==> src/strap_defs.svh <==
// Offsets, field positions, reset values and timing counts for the external-port strap loader.
`ifndef STRAP_DEFS_SVH
`define STRAP_DEFS_SVH
`define OFF_STRAP_CTRL 12'h000
`define OFF_STRAP_STATUS 12'h004
`define OFF_FLOW_CTRL 12'h008
`define OFF_PARTNER 12'h00c
`define OFF_ADVERT 12'h010
`define OFF_SPECIAL 12'h014
`define OFF_OVERRIDE 12'h018
`define FC_BACKPRESSURE 0
`define FC_TX_PAUSE 1
`define FC_RX_PAUSE 2
`define FC_MANUAL 3
`define LP_PAUSE 10
`define LP_ASYM 11
`define LP_10H 5
`define LP_10F 6
`define LP_100H 7
`define LP_100F 8
`define ADV_PAUSE 10
`define ADV_ASYM 11
`define SC_HEARTBEAT 11
`define DEF_BACKPRESSURE 1'b1
`define DEF_FULLDUPLEX_FC 1'b1
`define DEF_MANUAL_PAUSE 1'b0
`define DEF_HEARTBEAT_OFF 1'b0
`define DEF_DUPLEX_POL 1'b0
`define SETTLE_NS 64
`define SETTLE_CYCLES ((`SETTLE_NS + 7) / 8)
`endif

==> src/strap_pkg.sv <==
// Types shared by the strap loader modules.
package strap_pkg;
  // Operating mode of the external port.
  typedef enum logic [1:0] {
    MODE_MII_MAC = 2'h0,
    MODE_MII_PHY = 2'h1,
    MODE_RMII_PHY = 2'h2,
    MODE_RESERVED = 2'h3
  } port_mode_t;
  // Loader sequence states.
  typedef enum logic [2:0] {
    ST_SETTLE = 3'h1,
    ST_APPLY = 3'h2,
    ST_RUN = 3'h4
  } load_state_t;
endpackage

==> src/strap_if.sv <==
// Interface carrying synchronised strap levels between the sampler and the loader.
`timescale 1ns/100ps
`default_nettype none
interface strap_if;
  // Synchronised straps, in the order backpressure, fc, manual, heartbeat, polarity.
  logic [4:0] level;
  // Synchronised duplex indication pin.
  logic duplex;
  modport sampler (output level, output duplex);
  modport loader (input level, input duplex);
endinterface
`default_nettype wire

==> src/strap_sync.sv <==
// Two-flop synchroniser for strap pins and the duplex indication pin.
`timescale 1ns/100ps
`default_nettype none
module strap_sync (
  input wire logic pclk,
  input wire logic presetn,
  input wire logic [5:0] pins,
  strap_if.sampler out
);
  // First and second synchroniser stages.
  logic [5:0] stage1;
  logic [5:0] stage2;
  // Stage one is only read by stage two.
  always_ff @(posedge pclk or negedge presetn) begin
    if (!presetn) begin
      stage1 <= 6'h00;
      stage2 <= 6'h00;
    end else begin
      stage1 <= pins;
      stage2 <= stage1;
    end
  end
  assign out.level = stage2[4:0];
  assign out.duplex = stage2[5];
endmodule // strap_sync
`default_nettype wire

==> src/port0_strap_defaults.sv <==
// External-port soft-strap loader with an APB register view of the resulting defaults.
// How it works
// RQ1: Polarity strap decides full-duplex level in MAC.
// RQ2: Polarity strap sets partner speed/duplex abilities.
// RQ3: Backpressure enable loads from strap, default one.
// RQ4: Tx and rx pause load from fc strap.
// RQ5: Fc strap sets partner pause bits.
// RQ6: Manual strap sets select and advertised pause.
// RQ7: MAC mode ignores manual strap; host decides.
// RQ8: Heartbeat-off loads only in MII PHY mode.
// RQ9: Loader-supplied values may replace strap values.
// RQ10: Sample at reset, hold until software writes.
//
// Local design decisions: the register addresses and the APB register port.
`timescale 1ns/100ps
`default_nettype none
`include "strap_defs.svh"
module port0_strap_defaults
  import strap_pkg::*;
(
  input wire logic pclk,
  input wire logic presetn,
  input wire logic [11:0] paddr,
  input wire logic psel,
  input wire logic penable,
  input wire logic pwrite,
  input wire logic [31:0] pwdata,
  output logic [31:0] prdata,
  output logic pready,
  output logic pslverr,
  input wire logic ext_backpressure_default_sel,
  input wire logic ext_fullduplex_fc_default_sel,
  input wire logic ext_manual_pause_default_sel,
  input wire logic heartbeat_off_default_sel,
  input wire logic duplex_pol_default_sel,
  input wire logic ext_port_duplex_pin,
  input wire logic [1:0] port_mode,
  output logic ext_backpressure_enable,
  output logic ext_tx_pause_enable,
  output logic ext_rx_pause_enable,
  output logic ext_manual_pause_select,
  output logic heartbeat_off,
  output logic ext_full_duplex,
  output logic defaults_loaded
);
  // Synchronised strap levels.
  strap_if straps ();
  strap_sync u_sync (
    .pclk(pclk),
    .presetn(presetn),
    .pins({ext_port_duplex_pin, duplex_pol_default_sel, heartbeat_off_default_sel,
           ext_manual_pause_default_sel, ext_fullduplex_fc_default_sel,
           ext_backpressure_default_sel}),
    .out(straps)
  );
  // Mode after synchronising, since it is a pin level too.
  logic [1:0] mode_s1;
  logic [1:0] mode_s2;
  always_ff @(posedge pclk or negedge presetn) begin
    if (!presetn) begin
      mode_s1 <= 2'h0;
      mode_s2 <= 2'h0;
    end else begin
      mode_s1 <= port_mode;
      mode_s2 <= mode_s1;
    end
  end
  port_mode_t mode;
  assign mode = port_mode_t'(mode_s2);
  // Loader state, settle counter, latched straps and register contents.
  load_state_t state, next_state;
  logic [3:0] settle, next_settle;
  logic [4:0] latched, next_latched;
  logic [4:0] override_val, next_override_val;
  logic override_en, next_override_en;
  logic [3:0] flow, next_flow;
  logic [15:0] partner, next_partner;
  logic [15:0] advert, next_advert;
  logic [15:0] special, next_special;
  logic full_dup, next_full_dup;
  logic [31:0] next_prdata;
  logic next_pready, next_pslverr;
  // Effective strap set: loader override or pins.
  logic [4:0] eff;
  logic wr_take, rd_take;
  // A write lands only at the edge that sees pready high, as the master completes it then.
  assign wr_take = psel && penable && pwrite && pready;
  assign rd_take = psel && !penable && !pwrite;
  // Next-value logic for the sequencer, registers and bus slave.
  always_comb begin
    next_state = state;
    next_settle = settle;
    next_latched = latched;
    next_override_val = override_val;
    next_override_en = override_en;
    next_flow = flow;
    next_partner = partner;
    next_advert = advert;
    next_special = special;
    next_prdata = prdata;
    next_pready = 1'b0;
    next_pslverr = 1'b0;
    // RQ9: loader values win
    eff = override_en ? override_val : straps.level;
    // RQ1: polarity picks full level
    next_full_dup = (mode == MODE_MII_MAC) ? (straps.duplex ^ latched[4]) : full_dup;
    unique case (state)
      ST_SETTLE: begin
        // RQ10: sample after reset
        next_latched = eff;
        if (settle == 4'(`SETTLE_CYCLES)) begin
          next_state = ST_APPLY;
        end else begin
          next_settle = settle + 4'h1;
        end
      end
      ST_APPLY: begin
        // RQ3: backpressure default
        next_flow[`FC_BACKPRESSURE] = latched[0];
        // RQ4: tx/rx pause default
        next_flow[`FC_TX_PAUSE] = latched[1];
        next_flow[`FC_RX_PAUSE] = latched[1];
        // RQ7: MAC mode ignores manual strap
        // RQ6: manual select default
        next_flow[`FC_MANUAL] = (mode == MODE_MII_MAC) ? `DEF_MANUAL_PAUSE : latched[2];
        next_advert = 16'h0000;
        next_advert[`ADV_PAUSE] = (mode != MODE_MII_MAC) && latched[2];
        next_advert[`ADV_ASYM] = (mode != MODE_MII_MAC) && latched[2];
        next_partner = 16'h0000;
        // RQ5: partner pause bits
        next_partner[`LP_PAUSE] = latched[1];
        next_partner[`LP_ASYM] = latched[1];
        // RQ2: partner abilities from polarity
        next_partner[`LP_100F] = !latched[4];
        next_partner[`LP_10F] = !latched[4];
        next_partner[`LP_100H] = latched[4];
        next_partner[`LP_10H] = latched[4];
        next_special = 16'h0000;
        // RQ8: only in MII PHY mode
        next_special[`SC_HEARTBEAT] = (mode == MODE_MII_PHY) ? latched[3] : `DEF_HEARTBEAT_OFF;
        next_state = ST_RUN;
      end
      ST_RUN: begin
        next_state = ST_RUN;
      end
      default: begin
        next_state = ST_SETTLE;
      end
    endcase
    // APB answers one cycle into the access phase; writes land when pready is seen.
    if (psel && penable && !pready) begin
      next_pready = 1'b1;
    end
    if (rd_take) begin
      unique case (paddr)
        `OFF_STRAP_CTRL: next_prdata = {26'h0, override_en, override_val};
        `OFF_STRAP_STATUS: next_prdata = {27'h0, latched};
        `OFF_FLOW_CTRL: next_prdata = {28'h0, flow};
        `OFF_PARTNER: next_prdata = {16'h0, partner};
        `OFF_ADVERT: next_prdata = {16'h0, advert};
        `OFF_SPECIAL: next_prdata = {16'h0, special};
        `OFF_OVERRIDE: next_prdata = {30'h0, mode_s2};
        default: next_prdata = 32'h0000_0000;
      endcase
    end
    if (psel && penable && !pready) begin
      unique case (paddr)
        `OFF_STRAP_CTRL, `OFF_STRAP_STATUS, `OFF_FLOW_CTRL, `OFF_PARTNER,
        `OFF_ADVERT, `OFF_SPECIAL, `OFF_OVERRIDE: next_pslverr = 1'b0;
        default: next_pslverr = 1'b1;
      endcase
    end
    if (wr_take && (state == ST_RUN)) begin
      // RQ10: software writes replace defaults
      unique case (paddr)
        `OFF_FLOW_CTRL: next_flow = pwdata[3:0];
        `OFF_PARTNER: next_partner = pwdata[15:0];
        `OFF_ADVERT: next_advert = pwdata[15:0];
        `OFF_SPECIAL: next_special = pwdata[15:0];
        default: next_flow = next_flow;
      endcase
    end
    if (wr_take && (paddr == `OFF_STRAP_CTRL)) begin
      // RQ9: loader override, reapplied
      next_override_val = pwdata[4:0];
      next_override_en = pwdata[5];
      if (pwdata[6]) begin
        next_state = ST_SETTLE;
        next_settle = 4'h0;
      end
    end
  end
  // Registers only.
  always_ff @(posedge pclk or negedge presetn) begin
    if (!presetn) begin
      state <= ST_SETTLE;
      settle <= 4'h0;
      latched <= {`DEF_DUPLEX_POL, `DEF_HEARTBEAT_OFF, `DEF_MANUAL_PAUSE,
                  `DEF_FULLDUPLEX_FC, `DEF_BACKPRESSURE};
      override_val <= 5'h00;
      override_en <= 1'b0;
      flow <= 4'h0;
      partner <= 16'h0000;
      advert <= 16'h0000;
      special <= 16'h0000;
      full_dup <= 1'b0;
      prdata <= 32'h0000_0000;
      pready <= 1'b0;
      pslverr <= 1'b0;
      ext_backpressure_enable <= 1'b0;
      ext_tx_pause_enable <= 1'b0;
      ext_rx_pause_enable <= 1'b0;
      ext_manual_pause_select <= 1'b0;
      heartbeat_off <= 1'b0;
      ext_full_duplex <= 1'b0;
      defaults_loaded <= 1'b0;
    end else begin
      state <= next_state;
      settle <= next_settle;
      latched <= next_latched;
      override_val <= next_override_val;
      override_en <= next_override_en;
      flow <= next_flow;
      partner <= next_partner;
      advert <= next_advert;
      special <= next_special;
      full_dup <= next_full_dup;
      prdata <= next_prdata;
      pready <= next_pready;
      pslverr <= next_pslverr;
      ext_backpressure_enable <= next_flow[`FC_BACKPRESSURE];
      ext_tx_pause_enable <= next_flow[`FC_TX_PAUSE];
      ext_rx_pause_enable <= next_flow[`FC_RX_PAUSE];
      ext_manual_pause_select <= next_flow[`FC_MANUAL];
      heartbeat_off <= next_special[`SC_HEARTBEAT];
      ext_full_duplex <= next_full_dup;
      defaults_loaded <= (next_state == ST_RUN);
    end
  end
  // RQ4: tx and rx load together
  a_pause_pair: assert property (@(posedge pclk) disable iff (!presetn) // RQ4
    state == ST_APPLY |=> ext_tx_pause_enable == $past(latched[1]) &&
    ext_rx_pause_enable == $past(latched[1])) else $error("Pause enables differ.");
  // RQ3: backpressure follows strap
  a_bp_loaded: assert property (@(posedge pclk) disable iff (!presetn) // RQ3
    state == ST_APPLY |=> flow[`FC_BACKPRESSURE] == $past(latched[0])) else $error("Backpressure.");
  // RQ5: partner pause from fc
  a_lp_pause: assert property (@(posedge pclk) disable iff (!presetn) // RQ5
    state == ST_APPLY |=> partner[`LP_PAUSE] == $past(latched[1])) else $error("Partner pause.");
  // RQ2: partner duplex abilities
  a_lp_duplex: assert property (@(posedge pclk) disable iff (!presetn) // RQ2
    state == ST_APPLY |=> partner[`LP_10F] != partner[`LP_10H]) else $error("Partner duplex.");
  // RQ6: advert from manual strap
  a_adv_manual: assert property (@(posedge pclk) disable iff (!presetn) // RQ6
    state == ST_APPLY && mode != MODE_MII_MAC |=> advert[`ADV_ASYM] == $past(latched[2]))
    else $error("Advert pause.");
  // RQ7: MAC ignores manual strap
  a_mac_manual: assert property (@(posedge pclk) disable iff (!presetn) // RQ7
    state == ST_APPLY && mode == MODE_MII_MAC |=> !flow[`FC_MANUAL]) else $error("MAC manual.");
  // RQ8: heartbeat only in PHY
  a_sqe_mode: assert property (@(posedge pclk) disable iff (!presetn) // RQ8
    state == ST_APPLY && mode != MODE_MII_PHY |=> !special[`SC_HEARTBEAT]) else $error("Heartbeat.");
  // RQ10: loading ends in run
  a_load_done: assert property (@(posedge pclk) disable iff (!presetn) // RQ10
    $rose(state == ST_APPLY) |=> state == ST_RUN ##1 defaults_loaded) else $error("Load.");
  // RQ1: MAC duplex decode
  a_dup_pol: assert property (@(posedge pclk) disable iff (!presetn) // RQ1
    mode == MODE_MII_MAC |=> full_dup == ($past(straps.duplex) ^ $past(latched[4])))
    else $error("Duplex polarity.");
  c_load: cover property (@(posedge pclk) disable iff (!presetn) state == ST_APPLY);
  c_override: cover property (@(posedge pclk) disable iff (!presetn) override_en && state == ST_RUN);
  c_phy: cover property (@(posedge pclk) disable iff (!presetn) heartbeat_off);
endmodule // port0_strap_defaults
`default_nettype wire

==> config.mk <==
export PLATFORM = sky130hd
export DESIGN_NAME = port0_strap_defaults
export DESIGN_NICKNAME = d
export VERILOG_FILES = /design/src/strap_pkg.sv /design/src/strap_if.sv /design/src/strap_sync.sv /design/src/port0_strap_defaults.sv
export VERILOG_INCLUDE_DIRS = /design/src
export SDC_FILE = /design/constraint.sdc
export NUM_CORES = 1
export LEC_CHECK = 0
export BUFFER_PORTS_ARGS = -buffer_cell sky130_fd_sc_hd__buf_2
export CAP_MARGIN = 20
export CORE_MARGIN = 2
export CORE_UTILIZATION = 45
export CTS_CLUSTER_SIZE = 24
export DETAILED_ROUTE_END_ITERATION = 12
export HOLD_SLACK_MARGIN = 0.15
export PLACE_DENSITY = 0.67
export SYNTH_ARGS = -nofsm -noshare
export SYNTH_HDL_FRONTEND = slang
export SYNTH_SLANG_ARGS = --single-unit
==> constraint.sdc <==
create_clock -name pclk -period 6.27 [get_ports pclk]
set_input_delay 1.254 -clock pclk [delete_from_list [all_inputs] [get_ports pclk]]
set_output_delay 1.254 -clock pclk [all_outputs]
set_load 0.03 [all_outputs]
# Yosys cells after proc, flatten, opt, wreduce, memory -nomap -nowiden
# Cells that the tools add are included.
# word_totals
regBits,127
output_inout_bits,41
wordCells,82
input_bits,57
# op_classes
mux,27
n_reduce_logical,18
addsub,1
bitwise,1
eq_ne,12
# op_table
cell,count
two-way mux 16 bit,9
one-hot mux 16 bit (7 select lines),1
== test 12 x 5 -> 1 bit (second input constant),3
two-way mux 4 bit,7
== test 12 x 4 -> 1 bit (second input constant),2
== test 12 x 3 -> 1 bit (second input constant),1
logical NOT 12 bit,1
logical AND 1 bit,9
two-way mux 3 bit,3
OR reduction 7 bit,1
== test 3 bit (second input constant),2
one-hot mux 3 bit (2 select lines),1
two-way mux 1 bit,5
two-way mux 5 bit,1
adder 4 x 1 -> 4 bit (second input constant),1
== test 4 bit (second input constant),1
logical NOT 1 bit,4
== test 3 x 1 -> 1 bit (second input constant),1
== test 3 x 2 -> 1 bit (second input constant),1
== test 2 x 1 -> 1 bit (second input constant),1
logical NOT 2 bit,1
nonzero test 2 bit,1
OR reduction 2 bit,1
XOR 1 bit,1

# Depth between registers and ports, before layout
# depth
word_depth,6
ltp_mapped,7
depth_no_buf,6

# Cells and area by module
# From an unflattened synthesis, not the netlist that was laid out.
# hier_totals
hier_cells,480
area_unflattened_um2,5044.8
# modules_own_cells
module,n_inst,seq_area_each_um2,cells_each,area_each_um2
port0_strap_defaults,1,2356.0,468,4744.6
strap_sync,1,300.3,12,300.3

# Worst setup path before layout
# Ideal clock, no wire load.
# synth_path
path_type,in2reg
from,input port paddr[9]
to,register override_val[2]
required_time_ps,6145
path_stages,6
arrival_time_ps,3021
path_slack_ps,3124
path_buffers,2
setup_ps,125
path_cell_list,or4_4 -> buf_6 -> nor4_4 -> nor4b_4 -> buf_6 -> mux2_4
# synth_between
elab_chain_len,2
# synth_rtl
element,line,source
from (decl),port0_strap_defaults.sv:23,"input wire logic [11:0] paddr,"
logical NOT 12 bit,n/a,
logical AND 1 bit,port0_strap_defaults.sv:183,if (wr_take && (paddr == `OFF_STRAP_CTRL)) begin
to (signal assigned),port0_strap_defaults.sv:221,override_val <= next_override_val;
to (decl),port0_strap_defaults.sv:74,"logic [4:0] override_val, next_override_val;"
# Every way passes these cells.
# A chain may end at the register's enable or synchronous reset.

# Worst setup path in the final report
# layout_path
from,input port paddr[2]
to,register special[11]
# layout_between
elab_chain_len,3
# layout_rtl
element,line,source
== test 12 x 5 -> 1 bit,port0_strap_defaults.sv:175,unique case (paddr)
two-way mux 16 bit,port0_strap_defaults.sv:175,
two-way mux 16 bit,port0_strap_defaults.sv:173,if (wr_take && (state == ST_RUN)) begin
via next_special[11],port0_strap_defaults.sv:79,"logic [15:0] special, next_special;"
to (signal assigned),port0_strap_defaults.sv:226,special <= next_special;
to (decl),port0_strap_defaults.sv:79,
# The timed path passes the listed nets, and every way through them passes these cells.

==> metrics.yaml <==
run_status:
  status: "finished, final reports clean"
clock_tree:
  clk_latency_ns: 0.38
  h-tree-depth: 3
  post-cts-setup-buffer-count: 0
  ctsLongestPathBuffers: 2
  path_clk_slew_ns: 0.09
  postCtsHoldBufs: 0
  cts_buffers: 9
  cts_tree: "built"
  root_buffer: "clkbuf_8"
  cts_resized: 0
  cts.sinks: 106
routing:
  antenna_left: 0
  wl_mm: 11.5
  drt-vias-per-instance: 5.57
  vias: 3714
  drt_iter0_markers: 311
  drc: 0
  wl_per_cell_um: 17.3
  firstDrtPassIters: 5
cells_and_area:
  multi_input_area_mm2: 0.00209
  diodes: 0
  fin_nets: 581
  num-fill-cells: 947
  area_delta_synth_final_pct: 10.8
  drive_gt1_share_pct: 24.3
  regArea_mm2: 0.00266
synthesis:
  synth.most_common_cell: "dfrtp_1"
  synth_top_area_cell: "dfrtp_1"
  synth_top_area_share_pct: 51.6
  synth_edf_count: 0
  synth.top_cells.by_area: "dfrtp_1 52%, mux2i_1 5.2%, nand3_1 4.6%"
  seq_area_frac_synth_pct: 53.2
  yosysWarnings: 0
  yosysUniqueCellTypes: 54
  syn_area_per_cell_um2: 10.5
  synthCells: 474
  yosys-top-cells-count: "103 x dfrtp_1, 57 x nand2_1, 46 x nand3_1, 45 x o21ai_0, 26 x mux2i_1"
  synth_flop_cell: "dfrtp_1"
  async_flop_share_pct: 100
  synth_seq_cells: 106
  syn_area_mm2: 0.00499
worst_hold_path:
  hold_path_depth: 0
  worstHoldStart: "mode_s1[1]"
  hold_class: "register to register"
  hold_end: "mode[1]"
place:
  io_buffers: 65
  post-dp-hpwl_mm: 7.42
  gp_congestion: 0.788
floorplan:
  rows: 38
  ios: 98
  core_mm2: 0.0108
  start_util_pct: 46.1
  die_w_um: 109
  floorplan.die_area_mm2: 0.0120
  dieHeight_um: 109
global_routing:
  overflow: 0
  grt_pass1_vias: 3640
  grt_start_max_net_pins: 69
  antenna_found_initial: 0
  track_usage_pct: 20.3
  grt_pass1_wl_mm: 18.6
critical_path:
  reg2reg_to: "special[11]"
  cp.required_ns: 6.52
  endpoint_kind: "register"
  arrival_ns: 3.89
  critPathMaxFanout: 29
  criticalPathCategory: "input port to register"
  reg2reg_depth: 5
  r2r_setup_slack_ns: 3.43
  worst_r2r_startpoint: "state[1]"
  critPathLaunchType: "input port"
  startpoint: "paddr[2]"
sta:
  slew_viol_final: 0
  fin_crit_sh_pct: 58.2
  worst-slew-pin-transition_ns: 0.967
  finalSetupViolCount: 0
  hold_viol: 0
  whs_ns: 0.355
  fin_crit_ns: 3.65
  rsz0062_at_grt: "no"
  max_freq_mhz: 274
  clock_skew_ns: 0.0191
  relSlewSlack_pct: 35.5
  tns_ns: 0
power:
  p_sw_mw: 0.523
  internal_power_mw: 1.08
  powerDensity_mw_per_mm2: 289
  p_comb_share_pct: 21.6
  swShare_pct: 32.7
  p_leak_nw: 2.52
  p_seq_share_pct: 53.1
  clkPwrFrac_pct: 25.3
  ir_worst_vdd_mv: 0.119
flow_run:
  cap_viol_max_count: 0
-- kinds of logic (layout without fill, tap and decap cells) --
logic type	count (synthesis)	in the layout	share of synthesized area (%)
compound gates	91	91	11.2
other cells	1	16	0.0751
buf+inv	60	98	6.22
mux	47	47	10.8
flops	106	106	53.2
simple gates	163	163	17.4
fa+ha+maj	2	2	0.501
xor+xnor	4	4	0.702
-- worst max-delay path by stage --
stage                      end
6_report           special[11]
3_5_place_dp       special[11]
3_3_place_gp       special[11]
2_1_floorplan  override_val[2]
4_1_cts            special[11]
5_1_grt            special[11]
-- flip-flops by register name (all words and copies together), names as in the netlist --
signal	count
u_sync.stage2	6
settle	4
defaults_loaded	1
prdata	16
full_dup	1
state	3
ext_manual_pause_select	1
flow	3
latched	5
advert	16
partner	16
mode	2
mode_s1	2
override_val	5
pslverr	1
special	16
pready	1
override_en	1
u_sync.stage1	6
-- power groups by stage --
| stage | clock (mW) | sequential (mW) | combinational (mW) |
|---|---|---|---|
| 3_5_place_dp | 0 | 0.861 | 0.346 |
| 5_1_grt | 0.444 | 0.861 | 0.384 |
| 2_1_floorplan | 0 | 0.877 | 0.222 |
| 4_1_cts | 0.411 | 0.848 | 0.347 |
| 3_3_place_gp | 0 | 0.857 | 0.332 |
| 6_report | 0.404 | 0.849 | 0.345 |
-- through the flow --
stage	area (um2)	setup slack (ns)	util [%]	cells	power (mW)
final	5530	2.62	51.0	667	1.60
after global routing	5530	2.50	51.0	667	1.69
after CTS	5530	2.66	51.0	667	1.61
after detailed placement	5350	2.25	49.3	651	1.21
after global placement	5350	2.30	49.3	651	1.19
after floorplan	5050	3.12	-	489	1.10
-- critical path, stage by stage --
cell    delay [ns]
buf_2         0.63
inv_1         0.19
nor3_2        0.22
buf_4         0.35
and2_0        0.82
mux2_2        0.42
-- placed cells by master (no fill, tap or decap), types with 3 or more instances in the layout --
master | synthesis | final
mux4_2 | 3 | 3
mux2i_1 | 26 | 26
or3b_2 | 4 | 4
or4_1 | 3 | 3
dfrtp_1 | 103 | 103
nand2b_1 | 3 | 3
nor3_1 | 10 | 10
mux2_2 | 16 | 16
o21ai_0 | 45 | 45
inv_1 | 9 | 9
nand2_1 | 57 | 57
a21boi_0 | 3 | 3
a21oi_1 | 18 | 18
a221o_1 | 10 | 10
xnor2_1 | 3 | 3
clkbuf_8 | 0 | 9
conb_1 | 1 | 16
buf_4 | 16 | 9
nand3_1 | 46 | 46
nor3b_1 | 3 | 3
buf_2 | 6 | 64
nor2_1 | 12 | 12
dfstp_2 | 3 | 3
-- per-layer routing --
layer / vias up / wire (um) / share of wire, % / GRT usage (%)
met5: - / 0 / 0 / 0
met4: 0 / 252 / 2.2 / 7.96
met3: 21 / 721 / 6.3 / 4.27
met2: 153 / 5370 / 47 / 31.8
met1: 1803 / 5180 / 45 / 27.9
li1: 1737 / - / - / -
-- layout make-up --
class                      instances  share of cell area [%]
sequential                       106                    48.0
timing repair buffer              73                    7.01
multi-input combinational        323                    37.9
clock inverter                     6                    1.04
clock buffer                      10                    2.31
inverter                           9                   0.611
tap                              140                    3.17
No activity file was read; power rests on OpenSTA's default activity.
